`src/common/fsw_defs.svh`:
```
// Constants for the flash sector-info and no-erase write command block.
// Included by the package and the design; definitions only.
`ifndef FSW_DEFS_SVH
`define FSW_DEFS_SVH

// Register word offsets (byte addresses, one 32-bit word each)
`define FSW_OFS_DATA   6'h00
`define FSW_OFS_ERR    6'h04
`define FSW_OFS_COUNT  6'h08
`define FSW_OFS_SECT   6'h0C
`define FSW_OFS_CYLLO  6'h10
`define FSW_OFS_CYLHI  6'h14
`define FSW_OFS_DEVHD  6'h18
`define FSW_OFS_STAT   6'h1C
`define FSW_OFS_MULT   6'h20

// Opcodes
`define FSW_OP_INFO    8'h87
`define FSW_OP_WRMULT  8'hCD

// Status bits
`define FSW_ST_BSY     7
`define FSW_ST_DRIVE_READY_FLAG    6
`define FSW_ST_DF      5
`define FSW_ST_DRQ     3
`define FSW_ST_ERR     0

// Error bits
`define FSW_ER_ADDRESS_NOT_FOUND_BIT    4
`define FSW_ER_ABORTED_COMMAND_BIT    2
`define FSW_ER_MED     0

// Device/head fields
`define FSW_DH_LBA     6

// Record layout
`define FSW_REC_ERASED 8'h13
`define FSW_REC_WC_HI  8'h18
`define FSW_REC_WC_MD  8'h19
`define FSW_REC_WC_LO  8'h1A
`define FSW_BYTE_ONES  8'hFF
`define FSW_WORDS_SECT 8'hFF
`define FSW_MAX_LBA    28'hFFFFFFF

`endif

```
`src/common/fsw_pkg.sv`:
```
// Types shared by the command block and its bench.
// Assumes fsw_defs.svh is on the include path.
package fsw_pkg;
  `include "fsw_defs.svh"

  typedef enum logic [1:0] {
    FSW_IDLE,
    FSW_INFO,
    FSW_WRITE
  } fsw_state_t;

  // Media-side facts about the addressed sector
  typedef struct packed {
    logic        erased;
    logic [23:0] wcount;
  } fsw_sect_info_t;

  // One data word handed to the flash array
  typedef struct packed {
    logic [27:0] addr;
    logic [7:0]  word_idx;
    logic [15:0] data;
  } fsw_media_wr_t;
endpackage : fsw_pkg

```
`src/hw/fsw_cmd.sv`:
```
// Task-file command block: sector information read and no-erase
// multiple write, reached over a classic Wishbone slave.
// Assumes the flash array answers sector info and takes write words
// at once; media_err is valid at the last word of each sector.
//
// Notes on behaviour
// - Opcode 87h runs sector info, data in
// - Info command returns exactly 512 bytes
// - Bytes 0-6 hold CHS then LBA
// - Byte 13h is FFh erased, else 00h
// - Bytes 18h-1Ah write count, MSB first
// - Unsupported record fields may read zero
// - Good end: busy off, ready on, no error
// - Unsupported command sets the aborted bit
// - Error end reports error, busy off, ready
// - Error flag follows any error bit
// - Opcode CDh runs no-erase write, data out
// - Count 00h means 256 sectors
// - Start address from sector, cylinder registers
// - Device/head bit 6 picks LBA mode
// - Failure stops write, loads failing address
// - Missing address or geometry sets not-found
// - Out of range: not-found, never both
// - Media error sets media-error bit
// - Error end of write drops data request
// - One interrupt per block, not sector
// - Sectors written without implied erase
`timescale 1ns/1ps
`default_nettype none
`include "fsw_defs.svh"
module fsw_cmd
  import fsw_pkg::*;
(
  input  wire logic           core_clk,    // 250 MHz
  input  wire logic           rst_b,       // async reset
  input  wire logic           wb_cyc_i,    // bus cycle
  input  wire logic           wb_stb_i,    // strobe
  input  wire logic           wb_we_i,     // write
  input  wire logic [5:0]     wb_adr_i,    // byte address
  input  wire logic [3:0]     wb_sel_i,    // byte lanes
  input  wire logic [31:0]    wb_dat_i,    // write data
  output logic      [31:0]    wb_dat_o,    // read data
  output logic                wb_ack_o,    // ack
  input  wire fsw_sect_info_t sect_info,   // addressed sector
  input  wire logic           geom_valid,  // CHS translation ok
  input  wire logic [7:0]     geom_spt,    // sectors per track
  input  wire logic [3:0]     geom_heads,  // heads minus one
  input  wire logic [27:0]    max_lba,     // last user sector
  input  wire logic           media_err,   // sector write failed
  input  wire logic           dev_fault,   // fault seen
  output fsw_media_wr_t       media_wr,    // write word
  output logic                media_wr_vld,// write strobe
  output logic                host_irq     // to host, level
);

  // ----------------------------------------------------------
  // Bus decode
  // ----------------------------------------------------------
  logic       acc;
  logic       wr_acc;
  logic       rd_acc;
  logic       lane0;
  logic       lane1;
  fsw_state_t state;
  logic [7:0] err_reg;
  logic [7:0] count;
  logic [7:0] sect;
  logic [7:0] cyl_lo;
  logic [7:0] cyl_hi;
  logic [7:0] dev_hd;
  logic       busy_flag;
  logic       data_request_flag;
  logic       df;
  logic [7:0] mult;
  logic [7:0] word_idx;
  logic [8:0] left;
  logic [7:0] blk_left;
  logic       busy_cmd;

  assign acc    = wb_cyc_i && wb_stb_i && !wb_ack_o;
  assign wr_acc = acc && wb_we_i;
  assign rd_acc = acc && !wb_we_i;
  assign lane0  = wb_sel_i[0];
  assign lane1  = wb_sel_i[1];

  function automatic logic hit(input logic [5:0] ofs);
    hit = wb_adr_i == ofs;
  endfunction : hit

  // Single-cycle answer; the slave never asks for waits
  always_ff @(posedge core_clk or negedge rst_b) begin
    if (!rst_b) begin
      wb_ack_o <= 1'b0;
    end else begin
      wb_ack_o <= acc;
    end
  end

  // ----------------------------------------------------------
  // Addressing
  // ----------------------------------------------------------
  logic        lba_mode;
  logic [27:0] cur_lba;
  logic [27:0] next_lba;
  logic        addr_bad;

  assign lba_mode = dev_hd[`FSW_DH_LBA];
  assign cur_lba  = {dev_hd[3:0], cyl_hi, cyl_lo, sect};
  assign next_lba = cur_lba + 28'h0000001;

  // CHS flattened to a linear index for the range check
  function automatic logic [27:0] chs_lin();
    logic [27:0] trk;
    trk = ({12'h000, cyl_hi, cyl_lo} * {23'h000000, {1'b0, geom_heads} + 5'h01})
          + {24'h000000, dev_hd[3:0]};
    chs_lin = trk * {20'h00000, geom_spt} + {20'h00000, sect - 8'h01};
  endfunction : chs_lin

  assign addr_bad = lba_mode ? (cur_lba > max_lba)
                             : (!geom_valid || sect == 8'h00 ||
                                sect > geom_spt || dev_hd[3:0] > geom_heads ||
                                chs_lin() > max_lba);

  // ----------------------------------------------------------
  // Info record, two bytes per data word
  // ----------------------------------------------------------
  function automatic logic [7:0] rec_byte(input logic [7:0] b);
    logic [7:0] v;
    v = 8'h00;
    unique case (b)
      8'h00: v = lba_mode ? 8'h00 : cyl_hi;
      8'h01: v = lba_mode ? 8'h00 : cyl_lo;
      8'h02: v = lba_mode ? 8'h00 : {4'h0, dev_hd[3:0]};
      8'h03: v = lba_mode ? 8'h00 : sect;
      8'h04: v = lba_mode ? cyl_hi : 8'h00;
      8'h05: v = lba_mode ? cyl_lo : 8'h00;
      8'h06: v = lba_mode ? sect : 8'h00;
      `FSW_REC_ERASED: v = sect_info.erased ? `FSW_BYTE_ONES : 8'h00;
      `FSW_REC_WC_HI: v = sect_info.wcount[23:16];
      `FSW_REC_WC_MD: v = sect_info.wcount[15:8];
      `FSW_REC_WC_LO: v = sect_info.wcount[7:0];
      default: v = 8'h00;
    endcase
    rec_byte = v;
  endfunction : rec_byte

  // Second half of the record is reserved and reads as zero
  logic [15:0] info_word;
  assign info_word = word_idx[7] ? 16'h0000 : {rec_byte({word_idx[6:0], 1'b1}),
                      rec_byte({word_idx[6:0], 1'b0})};

  // ----------------------------------------------------------
  // Command issue and sequencing
  // ----------------------------------------------------------
  logic cmd_wr;
  logic data_rd;
  logic data_wr;
  logic sect_end;
  logic blk_end;
  logic last_sect;
  logic [7:0] opc;

  assign opc       = wb_dat_i[7:0];
  assign cmd_wr    = wr_acc && lane0 && hit(`FSW_OFS_STAT) && !busy_flag && !data_request_flag;
  assign data_rd   = rd_acc && hit(`FSW_OFS_DATA) && state == FSW_INFO;
  assign data_wr   = wr_acc && lane0 && lane1 && hit(`FSW_OFS_DATA)
                     && state == FSW_WRITE;
  assign sect_end  = (data_rd || data_wr) && word_idx == `FSW_WORDS_SECT;
  assign last_sect = left == 9'h001;
  assign blk_end   = sect_end && (blk_left == 8'h01 || last_sect);
  assign busy_cmd  = 1'b0;

  // Write failure seen at the last word of a sector
  logic wr_fail;
  assign wr_fail = data_wr && sect_end && (media_err || dev_fault);

  always_ff @(posedge core_clk or negedge rst_b) begin
    if (!rst_b) begin
      state <= FSW_IDLE;
    end else begin
      unique case (state)
        FSW_IDLE: begin
          if (cmd_wr && opc == `FSW_OP_INFO && !addr_bad) begin
            state <= FSW_INFO;
          end else if (cmd_wr && opc == `FSW_OP_WRMULT && !addr_bad
                       && mult != 8'h00) begin
            state <= FSW_WRITE;
          end
        end
        FSW_INFO: begin
          if (sect_end) begin
            state <= FSW_IDLE;
          end
        end
        FSW_WRITE: begin
          if (wr_fail || (sect_end && last_sect)) begin
            state <= FSW_IDLE;
          end
        end
      endcase
    end
  end

  // Word index within the current sector
  always_ff @(posedge core_clk or negedge rst_b) begin
    if (!rst_b) begin
      word_idx <= 8'h00;
    end else if (cmd_wr || sect_end) begin
      word_idx <= 8'h00;
    end else if (data_rd || data_wr) begin
      word_idx <= word_idx + 8'h01;
    end
  end

  // Sectors left and sectors left in the current block
  always_ff @(posedge core_clk or negedge rst_b) begin
    if (!rst_b) begin
      left     <= 9'h000;
      blk_left <= 8'h00;
    end else if (cmd_wr) begin
      left     <= (count == 8'h00) ? 9'h100 : {1'b0, count};
      blk_left <= mult;
    end else if (data_wr && sect_end) begin
      left     <= left - 9'h001;
      blk_left <= blk_end ? mult : blk_left - 8'h01;
    end
  end

  // Status: data request and fault
  always_ff @(posedge core_clk or negedge rst_b) begin
    if (!rst_b) begin
      data_request_flag <= 1'b0;
      busy_flag <= 1'b0;
      df  <= 1'b0;
    end else begin
      busy_flag <= busy_cmd;
      if (cmd_wr) begin
        data_request_flag <= (opc == `FSW_OP_INFO || (opc == `FSW_OP_WRMULT && mult != 8'h00))
               && !addr_bad;
        df  <= 1'b0;
      end else if (wr_fail) begin
        data_request_flag <= 1'b0;
        df  <= dev_fault;
      end else if (sect_end && (state == FSW_INFO || last_sect)) begin
        data_request_flag <= 1'b0;
      end
    end
  end

  // Error register; cleared at each new command
  always_ff @(posedge core_clk or negedge rst_b) begin
    if (!rst_b) begin
      err_reg <= 8'h00;
    end else if (cmd_wr) begin
      err_reg <= 8'h00;
      if (opc != `FSW_OP_INFO && opc != `FSW_OP_WRMULT) begin
        err_reg[`FSW_ER_ABORTED_COMMAND_BIT] <= 1'b1;
      end else if (addr_bad) begin
        err_reg[`FSW_ER_ADDRESS_NOT_FOUND_BIT] <= 1'b1;
      end else if (opc == `FSW_OP_WRMULT && mult == 8'h00) begin
        err_reg[`FSW_ER_ABORTED_COMMAND_BIT] <= 1'b1;
      end
    end else if (wr_fail) begin
      err_reg[`FSW_ER_MED]  <= media_err;
      err_reg[`FSW_ER_ABORTED_COMMAND_BIT] <= !media_err;
    end
  end

  // Interrupt at command issue, first info word and each write block end; cleared by a status read
  logic stat_rd;
  assign stat_rd = rd_acc && hit(`FSW_OFS_STAT);

  always_ff @(posedge core_clk or negedge rst_b) begin
    if (!rst_b) begin
      host_irq <= 1'b0;
    end else if (blk_end && state == FSW_WRITE) begin
      host_irq <= 1'b1;
    end else if (cmd_wr || (data_rd && word_idx == 8'h00)) begin
      host_irq <= 1'b1;
    end else if (stat_rd) begin
      host_irq <= 1'b0;
    end
  end

  // ----------------------------------------------------------
  // Task-file registers
  // ----------------------------------------------------------
  // Address registers advance per sector so a failure leaves the
  // failing sector in them.
  logic [7:0] next_sect;
  logic [7:0] next_cyl_lo;
  logic [7:0] next_cyl_hi;
  logic [3:0] next_head;
  logic       track_wrap;
  logic       head_wrap;

  assign track_wrap = sect >= geom_spt;
  assign head_wrap  = dev_hd[3:0] >= geom_heads;

  always_comb begin
    if (lba_mode) begin
      {next_head, next_cyl_hi, next_cyl_lo, next_sect} = next_lba;
    end else begin
      next_sect   = track_wrap ? 8'h01 : sect + 8'h01;
      next_head   = !track_wrap ? dev_hd[3:0] : head_wrap ? 4'h0
                    : dev_hd[3:0] + 4'h1;
      {next_cyl_hi, next_cyl_lo} = (track_wrap && head_wrap)
                    ? {cyl_hi, cyl_lo} + 16'h0001 : {cyl_hi, cyl_lo};
    end
  end

  logic tf_wr;
  assign tf_wr = wr_acc && lane0 && !busy_flag && !data_request_flag;

  always_ff @(posedge core_clk or negedge rst_b) begin
    if (!rst_b) begin
      count  <= 8'h01;
      sect   <= 8'h01;
      cyl_lo <= 8'h00;
      cyl_hi <= 8'h00;
      dev_hd <= 8'h00;
      mult   <= 8'h00;
    end else if (data_wr && sect_end && !wr_fail && !last_sect) begin
      sect   <= next_sect;
      cyl_lo <= next_cyl_lo;
      cyl_hi <= next_cyl_hi;
      dev_hd <= {dev_hd[7:4], next_head};
    end else if (tf_wr) begin
      if (hit(`FSW_OFS_COUNT)) count  <= wb_dat_i[7:0];
      if (hit(`FSW_OFS_SECT))  sect   <= wb_dat_i[7:0];
      if (hit(`FSW_OFS_CYLLO)) cyl_lo <= wb_dat_i[7:0];
      if (hit(`FSW_OFS_CYLHI)) cyl_hi <= wb_dat_i[7:0];
      if (hit(`FSW_OFS_DEVHD)) dev_hd <= wb_dat_i[7:0];
      if (hit(`FSW_OFS_MULT))  mult   <= wb_dat_i[7:0];
    end
  end

  // ----------------------------------------------------------
  // Flash write port: words go straight out, no erase step
  // ----------------------------------------------------------
  always_ff @(posedge core_clk or negedge rst_b) begin
    if (!rst_b) begin
      media_wr_vld <= 1'b0;
      media_wr     <= '0;
    end else begin
      media_wr_vld <= data_wr;
      if (data_wr) begin
        media_wr <= '{addr: cur_lba, word_idx: word_idx,
                      data: wb_dat_i[15:0]};
      end
    end
  end

  // ----------------------------------------------------------
  // Read data
  // ----------------------------------------------------------
  logic [7:0] status;
  assign status = {busy_flag, !busy_flag, df, 1'b0, data_request_flag, 2'b00,
                   |err_reg};

  always_ff @(posedge core_clk or negedge rst_b) begin
    if (!rst_b) begin
      wb_dat_o <= 32'h00000000;
    end else if (rd_acc) begin
      unique case (wb_adr_i)
        `FSW_OFS_DATA:  wb_dat_o <= {16'h0000, data_rd ? info_word : 16'h0000};
        `FSW_OFS_ERR:   wb_dat_o <= {24'h000000, err_reg};
        `FSW_OFS_COUNT: wb_dat_o <= {24'h000000, count};
        `FSW_OFS_SECT:  wb_dat_o <= {24'h000000, sect};
        `FSW_OFS_CYLLO: wb_dat_o <= {24'h000000, cyl_lo};
        `FSW_OFS_CYLHI: wb_dat_o <= {24'h000000, cyl_hi};
        `FSW_OFS_DEVHD: wb_dat_o <= {24'h000000, dev_hd};
        `FSW_OFS_STAT:  wb_dat_o <= {24'h000000, status};
        `FSW_OFS_MULT:  wb_dat_o <= {24'h000000, mult};
        default:        wb_dat_o <= 32'h00000000;
      endcase
    end
  end
endmodule : fsw_cmd
`default_nettype wire

```
`config.mk`:
```
export PLATFORM = sky130hd
export DESIGN_NAME = fsw_cmd
export DESIGN_NICKNAME = d
export VERILOG_FILES = /design/src/common/fsw_pkg.sv /design/src/hw/fsw_cmd.sv
export VERILOG_INCLUDE_DIRS = /design/src /design/src/common
export SDC_FILE = /design/constraint.sdc
export NUM_CORES = 1
export LEC_CHECK = 0
export BUFFER_PORTS_ARGS = -buffer_cell sky130_fd_sc_hd__buf_2
export CORE_MARGIN = 2
export CORE_UTILIZATION = 30
export DETAILED_ROUTE_END_ITERATION = 10
export GPL_TIMING_DRIVEN = 0
export RECOVER_POWER = 50
export SLEW_MARGIN = 10
export SYNTH_ARGS = -nofsm -noshare
export SYNTH_HDL_FRONTEND = slang
export SYNTH_SLANG_ARGS = --single-unit
```
`constraint.sdc`:
```
create_clock -name core_clk -period 31.1 [get_ports core_clk]
set_input_delay 4.665 -clock core_clk [delete_from_list [all_inputs] [get_ports core_clk]]
set_output_delay 4.665 -clock core_clk [all_outputs]
set_load 0.02 [all_outputs]
```
==> flow_summary.toml, run 1 <==
[outcome]
violations = "capacitance limit, slew limit"
outcome = "finished, violations left"

[critical_path]
critPathRequiredTime_ns = 31.41
slowest_stage = "a211oi_1"
max_stage_delay_ns = 0.99
crit_type = "input port to flop"
crit_top_cell = "fa_1"
cp-end-kind = "flop"
cp_num_buf_inv = 6
critPathArrivalTime_ns = 17.88
critPathMaxFanout = 10
critPathTopFamily = "adder cells"
setup.worst_path.start_class = "input port"

[placed_design]
dp_hpwl_mm = 47.02
place_inst = 3124
postPlaceCellArea_um2 = 20660
port_buffers = 162
place.gp.congestion = 0.9158

[global_route]
overflow = 0
first_global_vias = 15548
grt_pass1_wl_mm = 90.74
grt_usage_pct = 18.31
grt_max_degree = 77
antenna_found_initial = 6

[layout]
nets = 2780
area_growth_pct = 12.93
stdcell_area_um2 = 21130
reg.largest.list = "media_wr (52), wb_dat_o (16), left (9)"
largest_reg_flops = 52
final_cells = 3157
drive_above_1_share_pct = 12.38
largest_register = "media_wr"

[floorplanning]
coreArea_um2 = 61710
dieWidth_um = 253.7
start_util_pct = 30.32
pin_count = 202
die-area_um2 = 64370
rows = 91
fp.dieH_um = 253.7

[sta]
drv_slew = 154
min_period_over_period_pct = 56.48
worst_slew_pin_slew_ns = 4.137
skew_ns = 0.01070
setup_viol = 0
min_period_ns = 17.57
grt_setup_unrepaired = "false"
hold_slack_ns = 0.4885
maxSlewHeadroom_pct = -175.8
max_clock_freq_ghz = 0.05693
setup_tns_ns = 0
hold_violations = 0

[detailed_routing]
first_iter_violations = 1242
wl_mm = 58.80
vias_per_cell = 4.968
drcViolationCount = 0
wl_per_cell_um = 18.63
drt_first_pass_iters = 6
drtAntennaViolNets = 0
vias = 15685

[logic_synthesis]
yosys_warnings = 0
synthCells = 2109
synth.avg_cell_area_um2 = 8.871
synth_edf_count = 0
async_flop_share_pct = 100.0
ys_ff_latch = 151
synth-main-ff-cell = "dfrtp_1"
synth.cell_area_um2 = 18710
synthDistinctLibCells = 84
yosysSeqAreaShare_pct = 20.21

[clock_tree]
post_cts_buffers = 0
clk_pin_slew_worst_paths_ns = 0.07
cts_hold_buffers = 0
cts_buffers = 17
cts_tree = "yes"
clk_latency_ns = 0.43
clk_path_buf_depth = 2
cts.repair.resized = 0
ctsHtreeMaxLevel = 4
cts-root-buf = "clkbuf_16"
cts_sinks = 151

[power_and_ir_drop]
sequentialPowerShare_pct = 21.5
peakVddDrop_uv = 46.02
p_leak_nw = 10.76
swShare_pct = 43.95
internal_power_w = 0.0005370
netSwitchingPower_w = 0.0004212
total_power_w = 0.0009582
pwr-share-comb_pct = 58.2
p_clk_share_pct = 20.4
power_density_nw_per_um2 = 45.35

[min_path]
hp-class = "flop to flop"

[run]
drv_cap = 2
[cells by family (layout without fill, tap and decap cells)]
family | Yosys count | after routing | synth area share (%)
buf+inv | 430 | 625 | 9.022
fa+ha+maj | 359 | 359 | 30.95
flops | 151 | 151 | 20.21
xor+xnor | 56 | 56 | 2.622
simple gates | 632 | 632 | 18.09
mux | 86 | 86 | 5.270
compound gates | 394 | 394 | 13.81
other cells | 1 | 17 | 0.02004
[synthesized netlist by cell type (38+ instances only)]
cell	count	area, µm²
a21oi_1	104	520.5
and2_1	152	950.9
clkbuf_1	61	229.0
dfrtp_1	149	3729
fa_1	173	3463
ha_1	186	2327
inv_1	334	1254
mux2_2	67	754.5
nand2_1	152	570.6
nand3_1	43	215.2
nor2_1	92	345.3
nor3_1	45	225.2
o21ai_0	78	390.4
xnor2_1	38	332.8
[power groups by stage]
stage | clock network [W] | logic (W) | registers, W
after floorplan | 0 | 0.000417 | 0.000208
after global placement | 0 | 0.000553 | 0.000209
after detailed placement | 0 | 0.000560 | 0.000209
after CTS | 0.000200 | 0.000565 | 0.000206
after global routing | 0.000209 | 0.000641 | 0.000206
final | 0.000195 | 0.000557 | 0.000206
[final cells by class]
type	count	area (µm²)
buffer	96	434.2
clock buffer	18	429.2
clock inverter	14	113.9
sequential	151	3781
antenna	1	2.502
timing repair buffer	163	770.7
fill	6604	40580
inverter	334	1254
tap	837	1047
multi-input combinational	1543	13300
[final timing paths]
kind	start	endpoint	slack, ns	depth (start not counted)
min reg2reg	wb_dat_o[5]	wb_dat_o[5]	0.49	1
min	wb_dat_o[5]	wb_dat_o[5]	0.49	1
max in group asynchronous	rst_b	cyl_hi[5]	20.00	2
min in group asynchronous	rst_b	word_idx[4]	5.69	1
max reg2reg	cyl_lo[1]	err_reg[2]	18.09	41
max	geom_heads[0]	err_reg[2]	13.53	44
[cell usage in the layout (no fill, tap or decap), drive strengths merged, types with 94 or more instances in the layout]
cell,count
a21oi,105
and2,153
buf,162
clkbuf,115
dfrtp,149
fa,173
ha,186
inv,341
nand2,155
nor2,94
[through the flow]
stage	setup WS, ns	utilization [%]
floorplan	16.10	-
global placement	13.26	33.42
detailed placement	13.22	33.48
CTS	13.67	34.36
global route	12.76	34.23
finish	13.53	34.24
[routing by layer]
| metal | vias to the layer above | wire [µm] | global-route usage, % | share of wire [%] |
|---|---|---|---|---|
| li1 | 7422 | - | - | - |
| met5 | - | 0 | 0 | 0 |
| met1 | 7623 | 26690 | 25.22 | 45 |
| met2 | 553 | 26830 | 29.79 | 46 |
| met4 | 0 | 1234 | 4.235 | 2.1 |
| met3 | 87 | 4053 | 3.278 | 6.9 |
No activity file was read; power rests on OpenSTA's default activity.
==> inputs of run 2 (changes only) <==
==> constraint.sdc (replaced) <==
create_clock -name core_clk -period 15.4 [get_ports core_clk]
set_input_delay 2.31 -clock core_clk [delete_from_list [all_inputs] [get_ports core_clk]]
set_output_delay 2.31 -clock core_clk [all_outputs]
set_load 0.02 [all_outputs]
==> run 2 against run 1 <==
Compared with the run above:
- the flow still finishes with violations (capacitance limit, slew limit)
- routed wire length about the same
- clock power up 100%
- register-to-register slack worse by 15 ns
- first-iteration DRC count up 3.4%
- final area about the same
- critical path type unchanged
==> flow_summary.toml, run 2 (synthesis gave the netlist of run 1 again) <==
[floorplanning]
die-area_um2 = 64370
pin_count = 202
start_util_pct = 30.32
coreArea_um2 = 61710
rows = 91
fp.dieH_um = 253.7
dieWidth_um = 253.7

[layout]
nets = 2780
mostFrequentLayoutCells = "inv_1, ha_1, fa_1"
final_util_pct = 34.26
final_cells = 3157
drive_above_1_share_pct = 12.42
final_common_cell = "inv_1"
largest_register = "media_wr"
fill_cells = 6603
area_growth_pct = 13.00
reg.largest.list = "media_wr (52), wb_dat_o (16), left (9)"
largest_reg_flops = 52

[clock_tree]
ctsHtreeMaxLevel = 4
cts_buffers = 17
clk_pin_slew_worst_paths_ns = 0.06
post_cts_buffers = 0
clk_path_buf_depth = 2
clk_latency_ns = 0.43
cts-root-buf = "clkbuf_16"
cts_tree = "yes"
cts_sinks = 151

[sta]
min_period_ns = 14.77
skew_ns = 0.01140
setup_viol = 0
grt_setup_unrepaired = "false"
drv_slew = 154
hold_violations = 0
min_period_over_period_pct = 95.93
worst_slew_pin_slew_ns = 4.137
maxSlewHeadroom_pct = -175.8
max_clock_freq_ghz = 0.06769
hold_slack_ns = 0.4882

[critical_path]
max_stage_delay_ns = 0.57
setup.worst_path.start_class = "input port"
cp_num_buf_inv = 6
critPathTopFamily = "adder cells"
crit_top_cell = "fa_1"
crit_type = "input port to flop"
cp-end-kind = "flop"
critPathArrivalTime_ns = 15.09
slowest_stage = "nor3_1"
critPathMaxFanout = 10
critPathRequiredTime_ns = 15.72

[global_route]
grt_max_degree = 77
grt_pass1_wl_mm = 90.74
first_global_vias = 15548
overflow = 0
antenna_found_initial = 6
grt_usage_pct = 18.31

[detailed_routing]
vias = 15668
first_iter_violations = 1284
drt_first_pass_iters = 6
met2_length_mm = 26.75
drcViolationCount = 0
wl_per_cell_um = 18.63
highest_layer = "met4"
wl_met1_mm = 26.83
wl_mm = 58.80
met3WireLength_mm = 3.983
vias_per_cell = 4.963
drtAntennaViolNets = 0

[power_and_ir_drop]
power_density_nw_per_um2 = 91.57
p_leak_nw = 10.77
peakVddDrop_uv = 92.95
total_power_w = 0.001936

[outcome]
outcome = "finished, violations left"
violations = "capacitance limit, slew limit"

[placed_design]
place_inst = 3124
dp_hpwl_mm = 47.02
place.gp.congestion = 0.9158
port_buffers = 162

[run]
drv_cap = 2

[min_path]
hp-class = "flop to flop"
run 2: metrics by stage:
stage          setup slack (ns)  cell area [µm²]  setup TNS, ns
2_1_floorplan             2.755            18760              0
3_3_place_gp           -0.08570            20620       -0.08570
3_5_place_dp            -0.1234            20660        -0.1234
4_1_cts                  0.3265            21200              0
5_1_grt                 0.05320            21140              0
6_report                 0.6271            21140              0
run 2: where the power goes:
part | switching, W | internal, W
logic | 0.000656 | 0.000469
clock network | 0.000185 | 0.000210
registers | 0.0000105 | 0.000405
total | 0.000851 | 0.00108
run 2: layout make-up:
cell class              instances  area (µm²)  area share, %
inverters                     334        1254          5.930
flip-flops and latches        151        3781          17.89
repair buffers                163       770.7          3.646
well taps                     837        1047          4.954
multi-input cells            1543       13310          62.95
clock inverters                14       113.9         0.5386
diodes                          1       2.502        0.01184
clock buffers                  18       429.2          2.030
plain buffers                  96       434.2          2.054
run 2: worst register-to-register path: cells and delay by family, from the launching register on:
kind	cells	cell delay, ns
buf+inv	5	0.93
simple gates	9	2.26
xor+xnor	3	0.85
flops	1	0.47
compound gates	14	3.36
fa+ha+maj	10	4.55
run 2: worst paths after layout:
path	from	to	slack, ns	depth (start not counted)
worst min register to register	wb_dat_o[5]	wb_dat_o[5]	0.49	1
worst min-delay path	wb_dat_o[5]	wb_dat_o[5]	0.49	1
max in group asynchronous	rst_b	media_wr[43]	6.65	2
worst max register to register	cyl_lo[1]	err_reg[2]	2.86	41
min in group asynchronous	rst_b	word_idx[4]	3.33	1
worst max-delay path	geom_heads[0]	err_reg[2]	0.63	44
run 2: per-layer routing:
metal / vias up / global-route usage (%)
met1: 7624 / 25.22
met4: 0 / 4.235
met3: 93 / 3.278
met2: 529 / 29.79
met5: - / 0
li1: 7422 / -
run 2: what timing repair did:
| item | CTS | global route |
|---|---|---|
| setup endpoints to repair | 0 | 5 |
| hold buffers | 0 | 0 |
| gates resized for setup | 0 | 2 |
